--- src/cpu_regs_pkg.sv ---
// constants and types of the cpu register file
// assumes one 100 mhz clock and a plain strobe register port
package cpu_regs_pkg;
    localparam int DATA_W = 16;
    localparam int LONG_W = 20;
    localparam int FLAG_W = 11;
    localparam int ADDR_W = 5;
    // register indices on the software port
    localparam logic [4:0] IDX_DATA_ZERO = 5'h00;
    localparam logic [4:0] IDX_DATA_ONE = 5'h01;
    localparam logic [4:0] IDX_DATA_TWO = 5'h02;
    localparam logic [4:0] IDX_DATA_THREE = 5'h03;
    localparam logic [4:0] IDX_ADDR_ZERO = 5'h04;
    localparam logic [4:0] IDX_ADDR_ONE = 5'h05;
    localparam logic [4:0] IDX_FRAME_BASE = 5'h06;
    localparam logic [4:0] IDX_VECTOR_BASE = 5'h07;
    localparam logic [4:0] IDX_INSTR_PTR = 5'h08;
    localparam logic [4:0] IDX_USER_SP = 5'h09;
    localparam logic [4:0] IDX_INTR_SP = 5'h0a;
    localparam logic [4:0] IDX_STATIC_BASE = 5'h0b;
    localparam logic [4:0] IDX_FLAG_WORD = 5'h0c;
    localparam logic [4:0] IDX_ACTIVE_SP = 5'h0d;
    localparam int NUM_BANKED = 7;
    localparam int NUM_BANKS = 2;
    // flag word bit positions
    localparam int FLAG_CARRY = 0;
    localparam int FLAG_DEBUG = 1;
    localparam int FLAG_ZERO = 2;
    localparam int FLAG_SIGN = 3;
    localparam int FLAG_BANK = 4;
    localparam int FLAG_OVFL = 5;
    localparam int FLAG_STACK = 7;
    localparam logic [10:0] FLAG_WRITE_MASK = 11'h7fd;
    // reset values
    localparam logic [15:0] RESET_WORD = 16'h0000;
    localparam logic [19:0] RESET_LONG = 20'h00000;
    localparam logic [10:0] RESET_FLAGS = 11'h000;
    // operand select codes for the core read ports
    typedef enum logic [3:0] {
        SEL_DATA_ZERO, SEL_DATA_ONE, SEL_DATA_TWO, SEL_DATA_THREE,
        SEL_ZERO_LOWER, SEL_ZERO_UPPER, SEL_ONE_LOWER, SEL_ONE_UPPER,
        SEL_ADDR_ZERO, SEL_ADDR_ONE, SEL_FRAME_BASE, SEL_STATIC_BASE,
        SEL_ACTIVE_SP
    } operand_sel_t;
endpackage

--- src/cpu_register_file.sv ---
// cpu register file: two banks, pointers, stack pointers and flag word
// assumes the core drives its write port and alu flags on clk_i
//
// The implementer's own choices: the strobed register port and the register addresses.
module cpu_register_file
    import cpu_regs_pkg::*;
(
    input wire logic clk_i,
    input wire logic resetn_i,
    // software register port
    input wire logic [cpu_regs_pkg::ADDR_W-1:0] reg_addr_i,
    input wire logic [cpu_regs_pkg::LONG_W-1:0] reg_wdata_i,
    input wire logic reg_write_i,
    input wire logic reg_read_i,
    output logic [cpu_regs_pkg::LONG_W-1:0] reg_rdata_o,
    // core operand write port
    input wire logic core_we_i,
    input wire logic [3:0] core_wsel_i,
    input wire logic [cpu_regs_pkg::DATA_W-1:0] core_wdata_i,
    input wire logic pair_we_i,
    input wire logic [1:0] pair_wsel_i,
    input wire logic [31:0] pair_wdata_i,
    input wire logic pc_load_i,
    input wire logic [cpu_regs_pkg::LONG_W-1:0] pc_next_i,
    // alu flag update
    input wire logic alu_update_i,
    input wire logic alu_carry_i,
    input wire logic alu_overflow_i,
    input wire logic [cpu_regs_pkg::DATA_W-1:0] alu_result_i,
    // core read ports
    input wire logic [3:0] core_rsel_i,
    output logic [cpu_regs_pkg::DATA_W-1:0] core_rdata_o,
    output logic [31:0] data_pair_even_o,
    output logic [31:0] data_pair_odd_o,
    output logic [31:0] addr_pair_long_o,
    output logic [cpu_regs_pkg::DATA_W-1:0] frame_base_o,
    output logic [cpu_regs_pkg::DATA_W-1:0] static_base_o,
    output logic [cpu_regs_pkg::DATA_W-1:0] active_sp_o,
    output logic [cpu_regs_pkg::LONG_W-1:0] vector_base_o,
    output logic [cpu_regs_pkg::LONG_W-1:0] instr_ptr_o,
    output logic [cpu_regs_pkg::FLAG_W-1:0] flag_word_o
);
    import cpu_regs_pkg::*;

    ////////////////////////////////////////////////////////////////////////////
    // storage
    // two banked copies
    logic [DATA_W-1:0] bank [NUM_BANKS][NUM_BANKED];
    logic [LONG_W-1:0] vector_table_base;
    logic [LONG_W-1:0] next_instr_pointer;
    logic [DATA_W-1:0] user_stack_ptr;
    logic [DATA_W-1:0] interrupt_stack_ptr;
    logic [DATA_W-1:0] static_base_reg;
    logic [FLAG_W-1:0] cpu_flag_word;
    logic [LONG_W-1:0] rdata;

    ////////////////////////////////////////////////////////////////////////////
    // selection
    // bank pick
    wire logic bank_sel = cpu_flag_word[FLAG_BANK];
    wire logic stack_sel = cpu_flag_word[FLAG_STACK];
    wire logic [DATA_W-1:0] data_reg_zero = bank[bank_sel][0];
    wire logic [DATA_W-1:0] data_reg_one = bank[bank_sel][1];
    wire logic [DATA_W-1:0] data_reg_two = bank[bank_sel][2];
    wire logic [DATA_W-1:0] data_reg_three = bank[bank_sel][3];
    wire logic [DATA_W-1:0] addr_reg_zero = bank[bank_sel][4];
    wire logic [DATA_W-1:0] addr_reg_one = bank[bank_sel][5];
    wire logic [DATA_W-1:0] frame_base_reg = bank[bank_sel][6];
    wire logic [DATA_W-1:0] active_sp = stack_sel ? user_stack_ptr : interrupt_stack_ptr;
    wire logic sw_banked = reg_write_i && (reg_addr_i <= IDX_FRAME_BASE);
    wire logic [2:0] sw_slot = reg_addr_i[2:0];
    wire logic [2:0] core_slot = core_wsel_i[2:0];
    wire logic core_banked = core_we_i && (core_wsel_i <= 4'(SEL_ONE_UPPER));
    wire logic core_addr = core_we_i && (core_wsel_i >= 4'(SEL_ADDR_ZERO))
        && (core_wsel_i <= 4'(SEL_FRAME_BASE));

    ////////////////////////////////////////////////////////////////////////////
    // banked registers
    for (genvar b = 0; b < NUM_BANKS; b++) begin : g_bank
        for (genvar r = 0; r < NUM_BANKED; r++) begin : g_reg
            logic [DATA_W-1:0] next_val;
            always_comb begin
                next_val = bank[b][r];
                if (bank_sel == 1'(b)) begin
                    if (sw_banked && sw_slot == 3'(r)) begin
                        next_val = reg_wdata_i[DATA_W-1:0];
                    end else if (core_banked && core_wsel_i <= 4'(SEL_DATA_THREE)
                        && core_slot == 3'(r)) begin
                        next_val = core_wdata_i;
                    end else if (core_banked && core_wsel_i >= 4'(SEL_ZERO_LOWER)
                        && 3'(r) == {2'b00, core_wsel_i[1]}) begin
                        if (core_wsel_i[0]) begin
                            next_val = {core_wdata_i[7:0], bank[b][r][7:0]};
                        end else begin
                            next_val = {bank[b][r][15:8], core_wdata_i[7:0]};
                        end
                    // address and frame base as operands
                    end else if (core_addr && 3'(core_wsel_i - 4'(SEL_ADDR_ZERO)) + 3'd4
                        == 3'(r)) begin
                        next_val = core_wdata_i;
                    end else if (pair_we_i && pair_wsel_i[1] == 1'b0 && r < 4
                        && 1'(r % 2) == pair_wsel_i[0]) begin
                        next_val = r >= 2 ? pair_wdata_i[31:16] : pair_wdata_i[15:0];
                    end else if (pair_we_i && pair_wsel_i == 2'b10 && (r == 4 || r == 5)) begin
                        next_val = r == 5 ? pair_wdata_i[31:16] : pair_wdata_i[15:0];
                    end
                end
            end
            always_ff @(posedge clk_i) begin
                if (!resetn_i) begin
                    bank[b][r] <= RESET_WORD;
                end else begin
                    bank[b][r] <= next_val;
                end
            end
        end
    end

    ////////////////////////////////////////////////////////////////////////////
    // unbanked registers
    wire logic sw_vec = reg_write_i && reg_addr_i == IDX_VECTOR_BASE;
    wire logic sw_pc = reg_write_i && reg_addr_i == IDX_INSTR_PTR;
    wire logic sw_usp = reg_write_i && reg_addr_i == IDX_USER_SP;
    wire logic sw_isp = reg_write_i && reg_addr_i == IDX_INTR_SP;
    wire logic sw_asp = reg_write_i && reg_addr_i == IDX_ACTIVE_SP;
    wire logic core_asp = core_we_i && core_wsel_i == 4'(SEL_ACTIVE_SP);
    wire logic sw_sb = reg_write_i && reg_addr_i == IDX_STATIC_BASE;
    wire logic core_sb = core_we_i && core_wsel_i == 4'(SEL_STATIC_BASE);
    wire logic sw_flg = reg_write_i && reg_addr_i == IDX_FLAG_WORD;
    wire logic [DATA_W-1:0] sp_wdata = sw_asp ? reg_wdata_i[DATA_W-1:0] : core_wdata_i;
    // active stack pointer writes follow the stack bit, direct user and interrupt sp writes do not
    wire logic usp_we = sw_usp || ((sw_asp || core_asp) && stack_sel);
    wire logic isp_we = sw_isp || ((sw_asp || core_asp) && !stack_sel);
    wire logic [DATA_W-1:0] next_usp = sw_usp ? reg_wdata_i[DATA_W-1:0] : sp_wdata;
    wire logic [DATA_W-1:0] next_isp = sw_isp ? reg_wdata_i[DATA_W-1:0] : sp_wdata;
    wire logic [DATA_W-1:0] next_sb = sw_sb ? reg_wdata_i[DATA_W-1:0] : core_wdata_i;
    // software or core load of the program counter
    wire logic [LONG_W-1:0] next_pc = sw_pc ? reg_wdata_i : pc_next_i;

    // flag update: software write first, alu result overrides arithmetic flags
    logic [FLAG_W-1:0] next_flags;
    always_comb begin
        next_flags = cpu_flag_word;
        if (sw_flg) begin
            next_flags = reg_wdata_i[FLAG_W-1:0] & FLAG_WRITE_MASK;
        end
        if (alu_update_i) begin
            next_flags[FLAG_CARRY] = alu_carry_i;
            next_flags[FLAG_ZERO] = (alu_result_i == RESET_WORD);
            next_flags[FLAG_SIGN] = alu_result_i[DATA_W-1];
            next_flags[FLAG_OVFL] = alu_overflow_i;
        end
    end

    always_ff @(posedge clk_i) begin
        if (!resetn_i) begin
            vector_table_base <= RESET_LONG;
            next_instr_pointer <= RESET_LONG;
            user_stack_ptr <= RESET_WORD;
            interrupt_stack_ptr <= RESET_WORD;
            static_base_reg <= RESET_WORD;
            cpu_flag_word <= RESET_FLAGS;
        end else begin
            if (sw_vec) begin
                vector_table_base <= reg_wdata_i;
            end
            if (sw_pc || pc_load_i) begin
                next_instr_pointer <= next_pc;
            end
            if (usp_we) begin
                user_stack_ptr <= next_usp;
            end
            if (isp_we) begin
                interrupt_stack_ptr <= next_isp;
            end
            if (sw_sb || core_sb) begin
                static_base_reg <= next_sb;
            end
            cpu_flag_word <= next_flags;
        end
    end

    ////////////////////////////////////////////////////////////////////////////
    // software read port, data one cycle after the strobe
    wire logic [LONG_W-1:0] rd_banked = {4'h0, bank[bank_sel][sw_slot]};
    wire logic [LONG_W-1:0] rd_value =
        (reg_addr_i <= IDX_FRAME_BASE) ? rd_banked :
        (reg_addr_i == IDX_VECTOR_BASE) ? vector_table_base :
        (reg_addr_i == IDX_INSTR_PTR) ? next_instr_pointer :
        (reg_addr_i == IDX_USER_SP) ? {4'h0, user_stack_ptr} :
        (reg_addr_i == IDX_INTR_SP) ? {4'h0, interrupt_stack_ptr} :
        (reg_addr_i == IDX_STATIC_BASE) ? {4'h0, static_base_reg} :
        (reg_addr_i == IDX_FLAG_WORD) ? {9'h000, cpu_flag_word} :
        (reg_addr_i == IDX_ACTIVE_SP) ? {4'h0, active_sp} :
        RESET_LONG;

    always_ff @(posedge clk_i) begin
        if (!resetn_i) begin
            rdata <= RESET_LONG;
        end else if (reg_read_i) begin
            rdata <= rd_value;
        end else begin
            rdata <= RESET_LONG;
        end
    end
    assign reg_rdata_o = rdata;

    ////////////////////////////////////////////////////////////////////////////
    // core read ports
    logic [DATA_W-1:0] core_rd;
    always_comb begin
        case (core_rsel_i)
            4'(SEL_DATA_ZERO): core_rd = data_reg_zero;
            4'(SEL_DATA_ONE): core_rd = data_reg_one;
            4'(SEL_DATA_TWO): core_rd = data_reg_two;
            4'(SEL_DATA_THREE): core_rd = data_reg_three;
            4'(SEL_ZERO_LOWER): core_rd = {8'h00, data_reg_zero[7:0]};
            4'(SEL_ZERO_UPPER): core_rd = {8'h00, data_reg_zero[15:8]};
            4'(SEL_ONE_LOWER): core_rd = {8'h00, data_reg_one[7:0]};
            4'(SEL_ONE_UPPER): core_rd = {8'h00, data_reg_one[15:8]};
            4'(SEL_ADDR_ZERO): core_rd = addr_reg_zero;
            4'(SEL_ADDR_ONE): core_rd = addr_reg_one;
            4'(SEL_FRAME_BASE): core_rd = frame_base_reg;
            4'(SEL_STATIC_BASE): core_rd = static_base_reg;
            4'(SEL_ACTIVE_SP): core_rd = active_sp;
            default: core_rd = RESET_WORD;
        endcase
    end
    assign core_rdata_o = core_rd;
    assign data_pair_even_o = {data_reg_two, data_reg_zero};
    assign data_pair_odd_o = {data_reg_three, data_reg_one};
    assign addr_pair_long_o = {addr_reg_one, addr_reg_zero};
    assign frame_base_o = frame_base_reg;
    assign static_base_o = static_base_reg;
    assign active_sp_o = active_sp;
    assign vector_base_o = vector_table_base;
    assign instr_ptr_o = next_instr_pointer;
    assign flag_word_o = cpu_flag_word;
endmodule

--- config.mk ---
export PLATFORM = sky130hd
export DESIGN_NAME = cpu_register_file
export DESIGN_NICKNAME = d
export VERILOG_FILES = /design/src/cpu_regs_pkg.sv /design/src/cpu_register_file.sv
export SDC_FILE = /design/constraint.sdc
export NUM_CORES = 1
export LEC_CHECK = 0
export ABC_AREA = 1
export BUFFER_PORTS_ARGS = -buffer_cell sky130_fd_sc_hd__clkbuf_2
export CORE_MARGIN = 8
export CORE_UTILIZATION = 31
export CTS_CLUSTER_SIZE = 40
export DETAILED_ROUTE_END_ITERATION = 12
export PLACE_DENSITY = 0.59
export SLEW_MARGIN = 20
export SYNTH_ARGS = -nofsm -noshare
export SYNTH_HDL_FRONTEND = slang
export SYNTH_SLANG_ARGS = --single-unit
--- constraint.sdc ---
create_clock -name clk_i -period 2.6 [get_ports clk_i]
set_clock_uncertainty 0.15 [all_clocks]
set_input_delay 0.52 -clock clk_i [delete_from_list [all_inputs] [get_ports clk_i]]
set_output_delay 0.52 -clock clk_i [all_outputs]
set_load 0.02 [all_outputs]
# Word-level counts from Yosys, hierarchy flattened
# Memory sizes are Yosys's and may differ from the RTL's. A register that Yosys moved wholly into a read port is not among the register bits.
# Cells that the tools add are included.
# word_totals
ff_bits,118
ramBits,224
inputBits,129
output_inout_bits,231
word_cells,323
mem_count,1
# memory_table
memory,depth,width,read_ports,rd_ports_with_merged_regs,wr,line,text
bank,2,112,1,1,2,cpu_register_file.sv:48,logic [DATA_W-1:0] bank [NUM_BANKS][NUM_BANKED];
# classes
n_addsub,2
order_cmp,7
eq_ne,84
n_mux,120
bitwise_logic,24
reduce_logical,76
# ops
op,count
2-to-1 mux 16 bit,99
one-hot mux 16 bit (13 select lines),1
!= test 5 bit (second input constant),16
2-to-1 mux 8 bit,8
2-to-1 mux 20 bit,3
binary-select mux 16 bit (select 3 bit),1
!= test 6 bit (second input constant),8
logical AND 1 bit,44
AND reduction 4 bit,8
== test 5 x 4 -> 1 bit (second input constant),6
AND reduction 3 bit,10
== test 4 bit (second input constant),7
== test 3 bit (second input constant),9
== test 3 x 2 -> 1 bit (second input constant),6
!= test 1 bit (second input constant),18
bitwise OR 1 bit,18
== test 4 x 3 -> 1 bit (second input constant),4
logical NOT 16 bit,1
== test 3 x 1 -> 1 bit (second input constant),3
logical NOT 3 bit,3
== test 4 x 2 -> 1 bit (second input constant),2
greater-or-equal comparator 4 bit (second input constant),2
!= test 4 bit (second input constant),2
2-to-1 mux 1 bit,6
other kinds (20),28

# Logic depth before layout (Yosys ltp)
# logic_depth
ltp_word,10
depth_mapped,12
depth_no_buf,11

# Worst setup path before layout
# OpenSTA, ideal clock, no wires.
# synth_timing
path_kind,flip-flop to output port
startpoint,register with a tool-made name
endpoint,output port core_rdata_o[10] (netlist name)
arrival_time_ns,1.878
required_ns,1.930
setup_slack_ns,0.052
path_stages_with_launch,10
n_path_buf,3
cell_sequence,dfxtp_1 buf_2 inv_1 clkbuf_1 buf_2 o21ai_0 inv_1 nor2_1 a221oi_1 nand3_1
# synth_lines
element,line,text
to (decl),cpu_register_file.sv:32,"output logic [cpu_regs_pkg::DATA_W-1:0] core_rdata_o,"

==> reports/qor.yml <==
status: "finished, violations left"
violations: "setup timing"
dieArea_sq_um: 73550
nets: 3651
drtIter0Drc: 3936
syn_nets: 2966
cts_tree: "yes"
drv_slew: 0
insertion_delay_ns: 0.57
worst_pin_slew_ns: 0.6707
fill_cells: 6455
r2r_slack_ns: -0.02
fin_crit_sh_pct: 117.5
critPathCaptureType: "primary output"
yosysSeqAreaShare_pct: 45.12
drc: 0
wl_per_cell_microns: 29.06
critical_path_required_ns: 1.93
initial_core_util_pct: 31.32
worstSetupStartpointType: "flip-flop"
htreeDepth: 2
regArea_sq_um: 9114
path_class: "flip-flop to primary output"
clk_pin_slew_ns: 0.06
clk_path_buf_depth: 3
cts_root_buffer: "clkbuf_16"
holdPathStages: 3
area.growth.synth_to_final_pct: 49.87
num_io_pins: 360
final_antenna_net_count: 0
p_per_area_nw_per_um2: 511.1
via_count: 25021
clock_sinks: 343
placed_area_sq_um: 25380
reg2reg_depth: 13
rsz0062_at_grt: "yes"
hpwl_microns: 99660
r2r-end: "reg_rdata_o[4]"
grt_remaining_overflow: 0
pre_cts_slack_ns: -0.2596
ys_ff_latch: 343
gp_congestion: 1.054
hold_class: "input port to flip-flop"
multiInputGateArea_sq_um: 11160
dp_cells: 4240
setup_viol: 51
fin_area_sq_um: 30260
maxCapViolCount: 0
stdcell_count: 4410
worstSetupEndpoint: "core_rdata_o[1]"
std_cell_rows: 93
clock.fmax_mhz: 327.3
numCtsBuffers: 40
antenna_found_initial: 4
fin_ws_ns: -0.4556
syn_inst: 2837
drive_gt1_share_pct: 34.65
yosys_warnings: 0
die_x_microns: 271.2
yosysUniqueCellTypes: 42
leakage_nw: 13.37
worstPathMaxFanout: 8
drt-pass1-iter-count: 6
grt_max_degree: 57
async_flop_share_pct: 0
fp.dieH_microns: 271.2
synth.avg_cell_area_sq_um: 7.116
coreArea_sq_um: 64460
syn-cell-area_sq_um: 20190
hold_buffers: 0
hold_viol_final: 0
critPathArrivalTime_ns: 2.39
vdd_drop_max_uv: 390.9
synth_enable_flop_cells: 224
drt_wl_total_microns: 128200
synth_flop_cell: "edfxtp_1"
port_buffers: 358
min_period_ns: 3.056
viasPerCell: 5.674
slew_headroom_pct: 55.24
grt_first_pass_wirelength_microns: 173300
track_usage_pct: 32.70
grt_pass1_vias: 22969
[report_power, final]
part | internal, W | switching (W) | leakage [nW]
registers | 0.00603 | 0.000145 | 3.30
clock network | 0.00336 | 0.00242 | 0.636
logic | 0.00123 | 0.00228 | 9.44
total | 0.0106 | 0.00485 | 13.4
[state kept, by name (all words and copies together) (netlist names), named ones only]
signal               flops
bank                   224
reg_rdata_o             20
interrupt_stack_ptr     16
vector_base_o           20
static_base_o           16
flag_word_o             10
user_stack_ptr          16
instr_ptr_o             20
[critical path: stages (launching register included)]
cell,delay [ns]
dfxtp_4,0.41
buf_12,0.20
buf_12,0.16
buf_4,0.12
nand2_2,0.09
a21oi_1,0.41
a211oi_1,0.12
nand3_1,0.14
clkbuf_8,0.16
[placed cells by master, fill, tap and decap left out, drive strengths merged]
master    count
bufinv        3
nand3b        1
edfxtp      224
diode         2
clkbuf      338
a211oi       14
o22ai        10
a311oi        1
o211ai       40
nand2       971
o2bb2ai       1
inv         195
o21ai       279
nand4        44
nand3       132
buf         525
a22oi        12
or2           6
nor3         11
and2          6
nor4          5
clkinv       15
dfxtp       119
nor2        382
o21bai        2
a22o          1
clkinvlp      6
conb          1
a31oi        44
a221oi       27
a21oi       138
[layer usage]
layer	wire length (microns)	global-route usage (%)
met3	18030	10.69
met4	10000	20.57
met5	21	0
met1	46430	41.15
met2	53690	48.04
[metrics by stage]
step	hold slack, ns	util [%]	setup TNS, ns	power [W]
after global placement	0.3066	39.38	-1.181	0.009098
after floorplan	0.2901	-	0	0.007396
after CTS	0.05279	44.02	-7.624	0.01502
final	0.06638	46.94	-8.167	0.01547
after global routing	0.06679	46.93	-9.972	0.01578
after detailed placement	0.3144	39.38	-1.272	0.009093
[repair_timing]
action / CTS / global route
setup endpoints to repair: 108 / 99
pin swaps: 33 / 85
setup buffers: 38 / 61
resized for setup: 341 / 473
cloned: 7 / 4
[area by class of cell]
class,instances,share of cell area [%]
multi-input cells,2128,36.89
flip-flops and latches,343,30.12
repair buffers,808,22.35
clock buffers,55,3.734
well taps,855,3.536
inverters,201,2.729
clock inverters,18,0.6203
diodes,2,0.01654
[cell usage after synthesis (9+ instances only)]
cell / n / area share, %
nand2_2: 9 / 0.28
nor3_1: 11 / 0.27
nand4_1: 43 / 1.3
clkbuf_1: 113 / 2.1
a22oi_1: 12 / 0.45
o21ai_0: 277 / 6.9
o22ai_1: 10 / 0.31
o211ai_1: 40 / 1.5
dfxtp_1: 119 / 12
buf_2: 36 / 0.89
inv_2: 19 / 0.35
a21oi_1: 138 / 3.4
nand2_1: 956 / 18
edfxtp_1: 224 / 33
buf_4: 13 / 0.48
a221oi_1: 27 / 1.2
nand3_2: 10 / 0.50
a31oi_1: 44 / 1.4
inv_1: 177 / 3.3
nand3_1: 122 / 3.0
nor2_2: 9 / 0.28
a211oi_1: 14 / 0.52
nor2_1: 366 / 6.8
[cells by family (layout without fill, tap and decap cells)]
logic type             count (synthesis)  after routing  synth area share (%)
AO/OA/AOI/OAI                        569            569                 15.84
buffers and inverters                366           1082                 7.282
flip-flops                           343            343                 45.12
other                                  1              3               0.01857
AND/OR/NAND/NOR                     1558           1558                 31.74
[worst min path at each step]
stage / from / slack [ns] / endpoint
5_1_grt: pc_next_i[2] / 0.07 / instr_ptr_o[2]
4_1_cts: pc_next_i[19] / 0.05 / instr_ptr_o[19]
3_5_place_dp: vector_base_o[8] / 0.31 / vector_base_o[8]
3_3_place_gp: interrupt_stack_ptr[12] / 0.31 / interrupt_stack_ptr[12]
2_1_floorplan: interrupt_stack_ptr[12] / 0.29 / interrupt_stack_ptr[12]
6_report: pc_next_i[2] / 0.07 / instr_ptr_o[2]
No activity file was read; power rests on OpenSTA's default activity.
